==> src/timer_event_irq_defines.svh <==
// register indices, field positions and reset values of the event/irq timer slice
// assumes: included by bare name from every file that needs a number
`ifndef TIMER_EVENT_IRQ_DEFINES_SVH
`define TIMER_EVENT_IRQ_DEFINES_SVH

// ==========================================
// register indices (byte address = 4 * index)
`define IDX_CONTROL_A      8'h00
`define IDX_CONTROL_E      8'h05
`define IDX_BUF_VALID      8'h06
`define IDX_EVENT_CONTROL  8'h09
`define IDX_INT_ENABLE     8'h0a
`define IDX_INT_FLAGS      8'h0b
`define IDX_COUNT          8'h20
`define IDX_PERIOD         8'h26
`define IDX_COMPARE0       8'h28
`define IDX_PERIOD_BUF     8'h36
`define IDX_COMPARE_BUF0   8'h38
`define IDX_STRIDE         8'h02

// ==========================================
// values and fields
`define PERIOD_RESET       16'hffff
`define REG8_RESET         8'h00
`define IRQ_VALID_MASK     8'h71
`define BIT_WRAP           0
`define BIT_COMPARE_CHANNEL0_IRQ           4
`define CMD_UPDATE         2'h1
`define ADDR_HI_ZERO       2'h0

`endif

==> src/timer_event_irq_pkg.sv <==
// types shared by the event/irq timer slice
// assumes: numbers live in timer_event_irq_defines.svh
package timer_event_irq_pkg;

  // ==========================================
  // enumerations
  typedef enum logic [2:0] {
    count_rising_edge    = 3'h0,
    count_both_edges     = 3'h1,
    count_while_high     = 3'h2,
    event_sets_direction = 3'h3
  } event_action_t;

  typedef enum logic [2:0] {
    wave_normal   = 3'h0,
    wave_freq     = 3'h1,
    wave_single   = 3'h3,
    wave_ds_top   = 3'h5,
    wave_ds_both  = 3'h6,
    wave_ds_bot   = 3'h7
  } waveform_t;

  // ==========================================
  // register layouts
  typedef struct packed {
    logic [3:0] unused;
    logic [2:0] event_action;
    logic       event_count_enable;
  } event_control_t;

  typedef struct packed {
    logic       unused;
    logic [2:0] waveform_select;
    logic [2:0] prescale_sel;
    logic       run;
  } control_a_t;

  typedef struct packed {
    logic [5:0] unused;
    logic       update_lock;
    logic       count_down;
  } control_e_t;

endpackage

==> src/timer_prescaler.sv <==
// prescaler: one-cycle tick every 2**sel pclk cycles while running
// assumes: pclk is the only clock; sel comes from a register on pclk
`timescale 1ns/100ps
module timer_prescaler #(
  parameter int PRESCALE_W = 7
) (
  input  wire logic       pclk,
  input  wire logic       presetn,
  input  wire logic       run,
  input  wire logic [2:0] sel,
  output logic            tick
);

  logic [PRESCALE_W-1:0] pre_q;
  logic [PRESCALE_W-1:0] mask;

  // ==========================================
  // divider
  assign mask = PRESCALE_W'((1 << sel) - 1);
  assign tick = run && ((pre_q & mask) == mask);

  // stopped divider restarts from zero so the first tick is a full period
  always_ff @(posedge pclk or negedge presetn) begin
    if (!presetn) begin
      pre_q <= '0;
    end else if (!run) begin
      pre_q <= '0;
    end else begin
      pre_q <= pre_q + 1'b1;
    end
  end

endmodule

==> src/timer_event_irq_control.sv <==
// event counting, buffer-valid tracking and interrupt flags of a 16-bit timer
// assumes: APB3 master on pclk; event_in may come from any domain
//
// Local design decision: the APB slave port.
`timescale 1ns/100ps
`include "timer_event_irq_defines.svh"

// Notes on behaviour
// - a compare buffer write sets that channel's buffer-valid bit
// - an update clears all compare buffer-valid bits by itself
// - a period buffer write sets period buffer-valid, bit 0
// - an update clears period buffer-valid by itself
// - event control at 0x09, reset 0x00, event action in bits 3:1
// - action 0 counts each rising event edge when enabled
// - action 1 counts every event edge when enabled
// - action 2 counts prescaled ticks while event is high
// - action 3 counts ticks, up while event low, down while high
// - enable bit 0 off means event input is ignored
// - interrupt enable 0x0a, compare enables at bits 4 to 6
// - interrupt enable bit 0 enables wrap interrupt
// - flags at 0x0b, reset 0x00, compares 4 to 6, wrap 0
// - compare flag sets when counter equals channel compare value
// - flags stay until software writes one; zero leaves them
// - wrap flag sets at top or bottom as waveform mode says
// - update copies buffers to working registers unless locked
module timer_event_irq_control
  import timer_event_irq_pkg::*;
#(
  parameter int PRESCALE_W = 7
) (
  input  wire logic        pclk,
  input  wire logic        presetn,
  input  wire logic        psel,
  input  wire logic        penable,
  input  wire logic        pwrite,
  input  wire logic [11:0] paddr,
  input  wire logic [31:0] pwdata,
  output logic      [31:0] prdata,
  output logic             pready,
  output logic             pslverr,
  input  wire logic        event_in,
  output logic             irq
);

  // ==========================================
  // helpers
  function automatic logic [2:0] ch_hit(input logic [7:0] idx, input logic [7:0] base);
    logic [2:0] h;
    h = '0;
    for (int n = 0; n < 3; n++) begin
      h[n] = (idx == base + 8'(`IDX_STRIDE * n));
    end
    return h;
  endfunction

  // ==========================================
  // state
  control_a_t     ctrl_a_q;
  control_e_t     ctrl_e_q;
  event_control_t evc_q;
  logic [7:0]     ien_q;
  logic [7:0]     iflag_q;
  logic [7:0]     iflag_d;
  logic [3:0]     bv_q;
  logic [15:0]    cnt_q;
  logic [15:0]    per_q;
  logic [15:0]    period_buffer_q;
  logic [15:0]    cmp_q    [3];
  logic [15:0]    cmpbuf_q [3];
  logic [2:0]     match_q;
  logic           ev_s1_q;
  logic           ev_s2_q;
  logic           ev_s3_q;
  logic [31:0]    rd_d;
  logic           err_d;
  logic [31:0]    prdata_q;
  logic           pslverr_q;

  logic [7:0]  idx;
  logic        addr_ok;
  logic        wr;
  logic        setup;
  logic [15:0] wdata16;
  logic [2:0]  wr_cmp;
  logic [2:0]  wr_cmpbuf;
  logic        wr_period_buffer;
  logic        wr_cnt;
  logic        force_upd;
  logic        tick;
  logic        rise;
  logic        any_edge;
  logic        step;
  logic        eff_down;
  logic [15:0] top;
  logic        at_top;
  logic        at_bot;
  logic        hit_top;
  logic        hit_bot;
  logic        dual;
  logic        upd_cond;
  logic        upd_go;
  logic        wrap_set;
  logic [2:0]  match_now;
  logic [7:0]  flag_set;
  logic [7:0]  flag_clr;

  // ==========================================
  // apb decode
  assign idx       = paddr[9:2];
  assign addr_ok   = (paddr[11:10] == `ADDR_HI_ZERO);
  assign wr        = psel && penable && pwrite && addr_ok;
  assign setup     = psel && !penable;
  assign wdata16   = pwdata[15:0];
  assign wr_cmp    = wr ? ch_hit(idx, `IDX_COMPARE0) : 3'h0;
  assign wr_cmpbuf = wr ? ch_hit(idx, `IDX_COMPARE_BUF0) : 3'h0;
  assign wr_period_buffer = wr && (idx == `IDX_PERIOD_BUF);
  assign wr_cnt    = wr && (idx == `IDX_COUNT);
  assign force_upd = wr && (idx == `IDX_CONTROL_E) && (pwdata[3:2] == `CMD_UPDATE);
  assign pready    = 1'b1;
  assign prdata    = prdata_q;
  assign pslverr   = pslverr_q;

  // read data is sampled in the setup cycle so prdata leaves a flop
  always_comb begin
    rd_d  = '0;
    err_d = 1'b0;
    unique case (idx)
      `IDX_CONTROL_A:     rd_d[7:0] = ctrl_a_q;
      `IDX_CONTROL_E:     rd_d[7:0] = ctrl_e_q;
      `IDX_BUF_VALID:     rd_d[3:0] = bv_q;
      `IDX_EVENT_CONTROL: rd_d[7:0] = evc_q;
      `IDX_INT_ENABLE:    rd_d[7:0] = ien_q;
      `IDX_INT_FLAGS:     rd_d[7:0] = iflag_q;
      `IDX_COUNT:         rd_d[15:0] = cnt_q;
      `IDX_PERIOD:        rd_d[15:0] = per_q;
      `IDX_PERIOD_BUF:    rd_d[15:0] = period_buffer_q;
      default: begin
        err_d = 1'b1;
        for (int n = 0; n < 3; n++) begin
          if (ch_hit(idx, `IDX_COMPARE0) == 3'(1 << n)) begin
            rd_d[15:0] = cmp_q[n];
            err_d      = 1'b0;
          end
          if (ch_hit(idx, `IDX_COMPARE_BUF0) == 3'(1 << n)) begin
            rd_d[15:0] = cmpbuf_q[n];
            err_d      = 1'b0;
          end
        end
      end
    endcase
    if (!addr_ok) begin
      rd_d  = '0;
      err_d = 1'b1;
    end
  end

  always_ff @(posedge pclk or negedge presetn) begin
    if (!presetn) begin
      prdata_q  <= '0;
      pslverr_q <= 1'b0;
    end else if (setup) begin
      prdata_q  <= pwrite ? 32'h0000_0000 : rd_d;
      pslverr_q <= err_d;
    end
  end

  // ==========================================
  // control registers
  always_ff @(posedge pclk or negedge presetn) begin
    if (!presetn) begin
      ctrl_a_q <= `REG8_RESET;
      evc_q    <= `REG8_RESET;
      ien_q    <= `REG8_RESET;
    end else if (wr) begin
      if (idx == `IDX_CONTROL_A) ctrl_a_q <= {1'b0, pwdata[6:0]};
      if (idx == `IDX_EVENT_CONTROL) evc_q <= {4'h0, pwdata[3:0]};
      if (idx == `IDX_INT_ENABLE) ien_q <= pwdata[7:0] & `IRQ_VALID_MASK;
    end
  end

  // ==========================================
  // event input: two flops before use, third only for edge detect
  always_ff @(posedge pclk or negedge presetn) begin
    if (!presetn) begin
      ev_s1_q <= 1'b0;
      ev_s2_q <= 1'b0;
      ev_s3_q <= 1'b0;
    end else begin
      ev_s1_q <= event_in;
      ev_s2_q <= ev_s1_q;
      ev_s3_q <= ev_s2_q;
    end
  end

  assign rise     = ev_s2_q && !ev_s3_q;
  assign any_edge = ev_s2_q ^ ev_s3_q;

  timer_prescaler #(
    .PRESCALE_W (PRESCALE_W)
  ) u_prescaler (
    .pclk    (pclk),
    .presetn (presetn),
    .run     (ctrl_a_q.run),
    .sel     (ctrl_a_q.prescale_sel),
    .tick    (tick)
  );

  // ==========================================
  // count step selection
  always_comb begin
    step     = 1'b0;
    eff_down = ctrl_e_q.count_down;
    if (ctrl_a_q.run) begin
      if (evc_q.event_count_enable) begin
        unique case (evc_q.event_action)
          count_rising_edge:    step = rise;
          count_both_edges:     step = any_edge;
          count_while_high:     step = tick && ev_s2_q;
          event_sets_direction: begin
            step     = tick;
            eff_down = ev_s2_q;
          end
          default:              step = tick;
        endcase
      end else begin
        step = tick;
      end
    end
  end

  // ==========================================
  // counter core, top and bottom detection
  assign top      = (ctrl_a_q.waveform_select == wave_freq) ? cmp_q[0] : per_q;
  assign at_top   = (cnt_q == top);
  assign at_bot   = (cnt_q == 16'h0000);
  assign hit_top  = step && !eff_down && at_top;
  assign hit_bot  = step && eff_down && at_bot;
  assign dual     = ctrl_a_q.waveform_select[2] && ctrl_a_q.waveform_select[0] ||
                    (ctrl_a_q.waveform_select == wave_ds_both);

  // bus write to the counter wins over a count step in the same cycle
  always_ff @(posedge pclk or negedge presetn) begin
    if (!presetn) begin
      cnt_q    <= '0;
      ctrl_e_q <= `REG8_RESET;
    end else begin
      if (wr_cnt) begin
        cnt_q <= wdata16;
      end else if (hit_top) begin
        cnt_q <= dual ? cnt_q - 1'b1 : 16'h0000;
      end else if (hit_bot) begin
        cnt_q <= dual ? cnt_q + 1'b1 : top;
      end else if (step) begin
        cnt_q <= eff_down ? cnt_q - 1'b1 : cnt_q + 1'b1;
      end
      if (wr && idx == `IDX_CONTROL_E) begin
        ctrl_e_q <= {6'h00, pwdata[1:0]};
      end else if (dual && hit_top) begin
        ctrl_e_q.count_down <= 1'b1;
      end else if (dual && hit_bot) begin
        ctrl_e_q.count_down <= 1'b0;
      end
    end
  end

  // ==========================================
  // update condition and buffered registers
  always_comb begin
    unique case (ctrl_a_q.waveform_select)
      wave_normal, wave_freq: begin
        upd_cond = hit_top || hit_bot;
        wrap_set = hit_top || hit_bot;
      end
      wave_ds_top: begin
        upd_cond = hit_bot;
        wrap_set = hit_top;
      end
      wave_ds_both: begin
        upd_cond = hit_bot;
        wrap_set = hit_top || hit_bot;
      end
      default: begin
        upd_cond = hit_bot;
        wrap_set = hit_bot;
      end
    endcase
  end

  assign upd_go = (upd_cond || force_upd) && !ctrl_e_q.update_lock;

  // a write in the update cycle wins so the new value is not lost
  always_ff @(posedge pclk or negedge presetn) begin
    if (!presetn) begin
      bv_q <= 4'h0;
    end else begin
      for (int n = 0; n < 3; n++) begin
        if (wr_cmpbuf[n]) bv_q[n+1] <= 1'b1;
        else if (upd_go) bv_q[n+1] <= 1'b0;
      end
      if (wr_period_buffer) bv_q[0] <= 1'b1;
      else if (upd_go) bv_q[0] <= 1'b0;
    end
  end

  always_ff @(posedge pclk or negedge presetn) begin
    if (!presetn) begin
      per_q    <= `PERIOD_RESET;
      period_buffer_q <= `PERIOD_RESET;
      cmp_q    <= '{default: '0};
      cmpbuf_q <= '{default: '0};
    end else begin
      if (wr_period_buffer) period_buffer_q <= wdata16;
      if (wr && idx == `IDX_PERIOD) per_q <= wdata16;
      else if (upd_go) per_q <= period_buffer_q;
      for (int n = 0; n < 3; n++) begin
        if (wr_cmpbuf[n]) cmpbuf_q[n] <= wdata16;
        if (wr_cmp[n]) cmp_q[n] <= wdata16;
        else if (upd_go) cmp_q[n] <= cmpbuf_q[n];
      end
    end
  end

  // ==========================================
  // interrupt flags, arrival edge of a match so a held match sets once
  always_comb begin
    for (int n = 0; n < 3; n++) begin
      match_now[n] = (cnt_q == cmp_q[n]);
    end
  end

  always_ff @(posedge pclk or negedge presetn) begin
    if (!presetn) begin
      // counter and compares reset equal: a standing match must not flag after reset
      match_q <= '1;
    end else begin
      match_q <= match_now;
    end
  end

  assign flag_set = {1'b0, match_now & ~match_q, 3'h0, wrap_set};
  assign flag_clr = (wr && idx == `IDX_INT_FLAGS) ? (pwdata[7:0] & `IRQ_VALID_MASK) : 8'h00;
  assign iflag_d  = (iflag_q & ~flag_clr) | flag_set;

  always_ff @(posedge pclk or negedge presetn) begin
    if (!presetn) begin
      iflag_q <= `REG8_RESET;
    end else begin
      iflag_q <= iflag_d;
    end
  end

  assign irq = |(iflag_q & ien_q);
endmodule

==> config.mk <==
export PLATFORM = sky130hd
export DESIGN_NAME = timer_event_irq_control
export DESIGN_NICKNAME = d
export VERILOG_FILES = /design/src/timer_event_irq_pkg.sv /design/src/timer_prescaler.sv /design/src/timer_event_irq_control.sv
export VERILOG_INCLUDE_DIRS = /design/src /design/src/src
export SDC_FILE = /design/constraint.sdc
export NUM_CORES = 1
export LEC_CHECK = 0
export BUFFER_PORTS_ARGS = -buffer_cell sky130_fd_sc_hd__buf_4
export CAP_MARGIN = 20
export CORE_ASPECT_RATIO = 0.9
export CORE_MARGIN = 10
export CORE_UTILIZATION = 61
export DETAILED_ROUTE_END_ITERATION = 12
export MAX_ROUTING_LAYER = met4
export PLACE_DENSITY = 0.81
export SLEW_MARGIN = 5
export SYNTH_ARGS = -nofsm -noshare
export SYNTH_HDL_FRONTEND = slang
export SYNTH_SLANG_ARGS = --single-unit
==> constraint.sdc <==
create_clock -name pclk -period 5.05 [get_ports pclk]
set_clock_uncertainty 0.2 [all_clocks]
set_input_delay 0.505 -clock pclk [delete_from_list [all_inputs] [get_ports pclk]]
set_output_delay 0.505 -clock pclk [all_outputs]
set_load 0.1 [all_outputs]
==> summary.txt, run 1 <==
Setup path
  • Worst EP required: approximately 5200 ps
  • Stages on the worst setup path: 9
  • Crit path max-delay family: simple AND/OR/NAND/NOR gates
  • Critical Path Start Type: flip-flop
  • Max incr delay on CP: about 700 ps
  • Worst Setup End Kind: flip-flop
  • WP buf/inv: 1
  • Critical path, cell by cell: or3b_1 -> mux2i_1 -> o22ai_1 -> or4_1 -> nor4_4 -> a31o_2 -> buf_12 -> nand2_1 -> a31oi_1
  • Arrival @ worst endpoint: 4490 ps
  • Critical path class: reg2reg
  • R2R Setup Slk: between 700 and 800 ps
  • CP endpoint: cmp_q[12]
  • CP max FO: 44
  • Reg2reg start: ctrl_a_q[5]
  • R2r endpoint: cmp_q[12]
  • Critical-path top delay cell: or3b_1
  • Reg2Reg Depth: 9
  • CP startpoint: ctrl_a_q[5]

Hold path
  • Worst Hold Class: in2async

Synth
  • Synth Register Bits: 199
  • Sequential area share after synthesis: a little over two fifths
  • Synth unique cells: 69
  • Synth Area in Compound Gates: 17.2%
  • Cell taking the most area after synthesis: dfrtp_1
  • Post-synth EDFFs: 0
  • Primary FF master, synth: dfrtp_1
  • Largest family of logic cells by synthesized area: simple AND/OR/NAND/NOR gates
  • Ys Warns: 0
  • Post-synthesis cell area: around 12000 µm²
  • Area share of fa/ha/maj cells after synthesis: less than 1%
  • Syn Area/Cell: 8.97 µm²
  • Mux cell area share after synthesis: 9.34%
  • Async S/R FF share, synth: 100%
  • Post-Synth Simple-Gate Area: approximately a fifth
  • Post-synth top area share: approximately a third
  • Post-synthesis xor/xnor area fraction: around 5.3%
  • Ranking of synthesized cells by area: dfrtp_1, mux2_2, dfstp_2
  • Mapped Cells: between 1000 and 1500

Run status
  • Failing checks: hold timing
  • Status: finished, violations left

Timing
  • Final setup vio count: 0
  • Setup ws final: roughly 720 ps
  • Final hold vios: 4
  • RSZ-0062 raised after global routing: no
  • Rel. slew slack: around 33%
  • Max Slew Vio Count: 0
  • Fmax: around 0.23 GHz
  • Hold Worst Slack: -11.8 ps
  • Worst-Margin Slew: approximately 1000 ps
  • Sum of negative setup slack: 0 ps
  • Final critical-path share of the clock period: 85.6%
  • Fin crit period: between 4000 and 5000 ps

Floorplan
  • Die W: about 170 µm
  • Die height: 152 µm
  • Core Box Area: around 19000 µm²
  • IO Count: 85
  • Initial Util: roughly 62%
  • # rows: 48
  • Full die area: ~25000 µm²

Job
  • Maxcap violations: 0

Finish
  • Non-filler cells, final: about 1600
  • Layout area overhead: 9.58%
  • Share of cells above drive strength 1: 18.5%
  • Most common cell after layout, fill and taps aside: nand2_1
  • N_diodes: 0
  • Commonest cells after routing, fill and taps aside: nand2_1, dfrtp_1, nor2_1
  • Nets@finish: roughly 1400

Route
  • Antenna Nets Post-Route: 0
  • DRC viols: 0
  • Vias: about 11000
  • DR pass1 iterations: 7
  • Vias/cell: about 7
  • Mean routed wirelength per cell: around 25 µm
  • Iteration-0 DRC Markers: roughly 1900
  • Routed wire length: 38700 µm

Clock tree
  • CTS Root Cell: clkbuf_16
  • CTS H-tree lvls: 4
  • CTS tree: yes
  • Clock sinks: between 150 and 200
  • Clk Latency, worst-skew pair: approximately 450 ps
  • CTS Buffer Depth: 2
  • CTS resizes: 0
  • CTS buffer count: 17
  • Clock slew seen by the registers of the worst setup and hold paths: 80 ps

Global routing
  • Largest net degree at the start of global routing: between 100 and 150
  • Initial antenna violation count: 0
  • Vias in the first global route: between 10000 and 15000
  • Overflow after GRT: 0
  • GRT Overall Usage: 30.0%
  • First-pass GRT wire length: between 50000 and 60000 µm

Placed design
  • Placed Instances: roughly 1500
  • DP HPWL: between 20000 and 30000 µm
  • Dpl ws: about 800 ps
  • GP Congestion: between 1 and 1.5
  • Number of port buffers: between 40 and 50

Power and ir drop
  • Leak: 5.57 nW
  • Worst IR Drop VDD: between 0.2 and 0.25 mV
  • PwrDens: approximately 250 nW/µm²
==> area by class of cell <==
class / count / area, µm²
clock buffers: 18 / 429
multi-input cells: 992 / 6220
repair buffers: 84 / 744
flip-flops and latches: 199 / 5020
inverters: 21 / 78.8
fillers: 1509 / 6140
well taps: 250 / 313
clock inverters: 14 / 156
==> power by group <==
part,internal [mW],switching (mW),total (mW)
Clock,0.666,0.715,1.38
Sequential,1.61,0.0322,1.64
Combinational,0.0691,0.197,0.266
Total,2.34,0.944,3.29
==> cell usage after synthesis, drive strengths merged (4+ instances only) <==
cell	instances
nand2	227
dfrtp	164
nor2	117
mux2	83
a31oi	72
clkbuf	68
xnor2	62
buf	54
nand3	44
o21ai	42
dfstp	35
a22o	32
a21oi	29
nor3	27
a222oi	26
nand4	22
inv	20
mux2i	17
a221oi	13
and2	13
nand2b	13
nor4	13
or3	10
xor2	10
o22ai	9
nor2b	8
o2111ai	7
o211ai	7
a22oi	6
and3	6
ha	4
o2bb2ai	4
or2	4
or4	4
==> worst reg2reg max path, cell delays in order, from the launching register on <==
cell     delay, ps
dfrtp_1        380
or3b_1         720
mux2i_1        500
o22ai_1        130
or4_1          580
nor4_4         500
a31o_2         620
buf_12         310
nand2_1        130
a31oi_1        190
==> metrics by stage <==
stage / util, % / area [µm²] / hold WS, ps / total power [mW]
floorplan: - / 11900 / 9.41 / 1.83
global placement: 64.2 / 12300 / 141 / 1.93
detailed placement: 64.2 / 12300 / 141 / 1.93
CTS: 67.3 / 12900 / 41.6 / 3.28
global route: 67.9 / 13000 / 72.3 / 3.37
finish: 67.9 / 13000 / -11.8 / 3.29
==> kinds of logic after synthesis <==
group                      after synthesis
buffers and inverters                  143
other                                    2
xor gates and xnor gates                72
and+or+nand+nor                        515
AOI/OAI and AO/OA                      284
muxes                                  100
adders and majority gates                4
DFF                                    199
==> registers in the layout, indices dropped and copies added (netlist names) <==
name,cells
ev_s1_q,1
ev_s2_q,1
ev_s3_q,1
u_prescaler.pre_q,7
per_q,16
prdata,16
evc_q,4
iflag_q,4
bv_q,4
match_q,3
cmp_q,48
cnt_q,16
pslverr,1
ien_q,4
cmpbuf_q,48
ctrl_e_q,2
ctrl_a_q,7
period_buffer_q,16
==> routing by layer <==
metal | vias up | routed length (µm) | track usage, %
met5 | - | 0 | -
met4 | 0 | 1340 | 11.0
met3 | 110 | 4890 | 7.45
met2 | 799 | 17400 | 43.3
met1 | 5384 | 15000 | 40.1
li1 | 4711 | - | -
==> repair_timing <==
action | 4_1_cts | 5_1_grt
hold buffers | 1 | 0
setup buffers | 0 | 0
hold endpoints to repair | 1 | 0
==> worst min path at each step <==
stage                  from                    to  slack, ps  cells past startpoint
finish              presetn  u_prescaler.pre_q[4]        -10                      1
global route        presetn  u_prescaler.pre_q[4]         70                      1
CTS                 presetn  u_prescaler.pre_q[4]         40                      1
detailed placement  ev_s1_q               ev_s2_q        140                      0
global placement    ev_s1_q               ev_s2_q        140                      0
floorplan           presetn               bv_q[0]          9                      0
(Power assumes the default switching activity.)
==> inputs of run 2 (changes only) <==
==> constraint.sdc (replaced) <==
create_clock -name pclk -period 4.05 [get_ports pclk]
set_clock_uncertainty 0.2 [all_clocks]
set_input_delay 0.405 -clock pclk [delete_from_list [all_inputs] [get_ports pclk]]
set_output_delay 0.405 -clock pclk [all_outputs]
set_load 0.1 [all_outputs]
==> run 2 against run 1 <==
The run now ends clean. Total power increased by 28%. Register-to-register slack got worse by 560 ps. Routed wire length increased by 2.0%. Sequential share of layout area decreased by 0.59 points. Fmax increased by 11%. Critical path type unchanged. Largest cell class unchanged.
==> summary.txt, run 2 (synthesis gave the netlist of run 1 again) <==
Run status
  • Status: finished clean

Hold path
  • Min-Delay Endpoint: pslverr
  • Worst Hold Class: in2reg
  • Hold wc startpoint: paddr[10]
  • WHS Path Cells: 3

Route
  • Vias: 11000 (-0.14%)
  • Vias/cell: 6.87 (-1.4%)
  • Antenna Nets Post-Route: 0 (unchanged)
  • Mean routed wirelength per cell: 24.7 µm (+0.66%)
  • DR pass1 iterations: 9 (+2)
  • Iteration-0 DRC Markers: 1878 (+0.75%)
  • DRC viols: 0 (unchanged)
  • Routed wire length: 39400 µm (+2.0%)

Clock tree
  • CTS H-tree lvls: 4 (unchanged)
  • CTS buffer count: 17 (unchanged)
  • Clock sinks: 199 (unchanged)
  • CTS tree: yes
  • Clock slew seen by the registers of the worst setup and hold paths: 80 ps (about the same)
  • CTS Root Cell: clkbuf_16
  • CTS Buffer Depth: 2 (unchanged)
  • Clk Latency, worst-skew pair: 450 ps (about the same)
  • Post-CTS setup buffers: 0 (unchanged)

Finish
  • Commonest cells after routing, fill and taps aside: nand2_1, dfrtp_1, nor2_1
  • Final Util: 68.9% (+1.0 points)
  • Share of cells above drive strength 1: 19.8% (+1.3 points)
  • Largest regs: cmp_q (48), cmpbuf_q (48)
  • Most common cell after layout, fill and taps aside: nand2_1
  • Nets@finish: 1389 (+1.5%)
  • Layout area overhead: 11.3%

Global routing
  • GR Layer Usage met1: 42.1% (+2.0 points)
  • Initial antenna violation count: 0 (unchanged)
  • Gr busiest metal: met2
  • Overflow after GRT: 0 (unchanged)
  • Vias in the first global route: 10500 (+2.1%)
  • Met2 Use GR: 45.9% (+2.6 points)
  • Largest net degree at the start of global routing: 120 (+2.6%)
  • M3 GR Usage: 6.86% (-0.59 points)
  • GRT Overall Usage: 31.3% (+1.3 points)
  • First-pass GRT wire length: 61900 µm (+3.7%)

Placed design
  • Dpl ws: 253 ps (-553 ps)
  • DP HPWL: 27300 µm (+5.7%)
  • GP Congestion: 1.01 (-2.6%)
  • Number of port buffers: 49 (unchanged)

Job
  • Maxcap violations: 0 (unchanged)

Setup path
  • Worst Setup End Kind: flip-flop
  • R2r endpoint: cmp_q[20]
  • Arrival @ worst endpoint: 3990 ps (-500 ps)
  • Critical Path Start Type: flip-flop
  • Critical path class: reg2reg
  • Worst EP required: 4150 ps (-1070 ps)
  • Reg2reg start: ctrl_a_q[5]
  • CP max FO: 68 (+55%)
  • R2R Setup Slk: 170 ps (-560 ps)
  • Reg2Reg Depth: 11 (+2)

Floorplan
  • Full die area: 25400 µm² (unchanged)
  • IO Count: 85 (unchanged)
  • Initial Util: 61.9% (unchanged)
  • Die height: 152 µm (unchanged)
  • # rows: 48 (unchanged)
  • Die W: 167 µm (unchanged)
  • Core Box Area: 19100 µm² (unchanged)

Timing
  • Fmax: 0.257 GHz (+11%)
  • Final critical-path share of the clock period: 95.9% (+10 points)
  • Worst-Margin Slew: 1050 ps (+51.1 ps)
  • Rel. slew slack: 29.8% (-3.4 points)
  • Setup ws final: 165 ps (-560 ps)
  • Max Slew Vio Count: 0 (unchanged)
  • Sum of negative setup slack: 0 ps (unchanged)
  • Final hold vios: 0 (-4)
  • Final setup vio count: 0 (unchanged)
  • Hold Worst Slack: 58.4 ps (+70.2 ps)
  • RSZ-0062 raised after global routing: no
  • Fin crit period: 3880 ps (-440 ps)

Power and ir drop
  • Leak: 5.68 nW (+2.0%)
  • PwrDens: 319 nW/µm² (+26%)
  • Worst IR Drop VDD: 0.352 mV (+68%)
==> run 2: changes by cell type in the layout (fill, tap and decap cells not counted), moves of 2 or more <==
cell	previous run	this run
clkinv_4	4	2
buf_4	76	94
buf_12	2	4
clkinvlp_4	0	2
==> run 2: report_power, final <==
part           switching (mW)  internal (mW)  leakage (nW)
logic                   0.255         0.0907          2.78
registers              0.0320           2.01          2.60
clock network           0.907          0.901         0.296
==> run 2: worst max path at each step <==
stage / start / end / slack, ps / cells after the start
after CTS: ctrl_a_q[5] / cmp_q[20] / 200 / 11
after detailed placement: ctrl_a_q[5] / cmp_q[16] / 250 / 11
after floorplan: ctrl_a_q[5] / cmp_q[44] / 570 / 15
after global routing: ctrl_a_q[5] / cmp_q[20] / 10 / 11
after global placement: ctrl_a_q[5] / cnt_q[10] / 300 / 10
final: ctrl_a_q[5] / cmp_q[20] / 170 / 11
==> run 2: per-stage QoR <==
stage	instances	instance area [µm²]	total power, mW
3_3_place_gp	1561	12400	2.41
4_1_cts	1595	13100	4.19
2_1_floorplan	1334	11900	2.28
6_report	1599	13200	4.19
5_1_grt	1598	13200	4.31
3_5_place_dp	1561	12400	2.41
==> run 2: metal layers <==
metal  vias up  share of wire [%]
li1       4749                  -
met1      5393                 39
met2       732                 46
met3       115                 12
met4         0                2.9
met5         -                  0
==> run 2: area by class of cell <==
type	count	area, µm²
flip-flops and latches	199	5020
inverters	21	78.8
diodes	1	2.50
well taps	250	313
clock inverters	15	198
clock buffers	17	425
repair buffers	104	902
multi-input cells	992	6220
fillers	1507	5940
==> run 2: what timing repair did <==
action,CTS,global route
hold buffers,2,0
endpoints found under the hold margin,90,0
resized for setup,0,1
setup endpoints to repair,0,2
==> run 2: critical path, stage by stage, from the launching register on <==
cell and delay [ps]:
dfrtp_1 390, or3b_1 430, buf_12 180, mux2i_1 430, o2bb2ai_1 120, or4_1 530
nor4_4 460, a311oi_1 140, or2_2 310, buf_12 210, nand2_1 150, a31oi_1 110
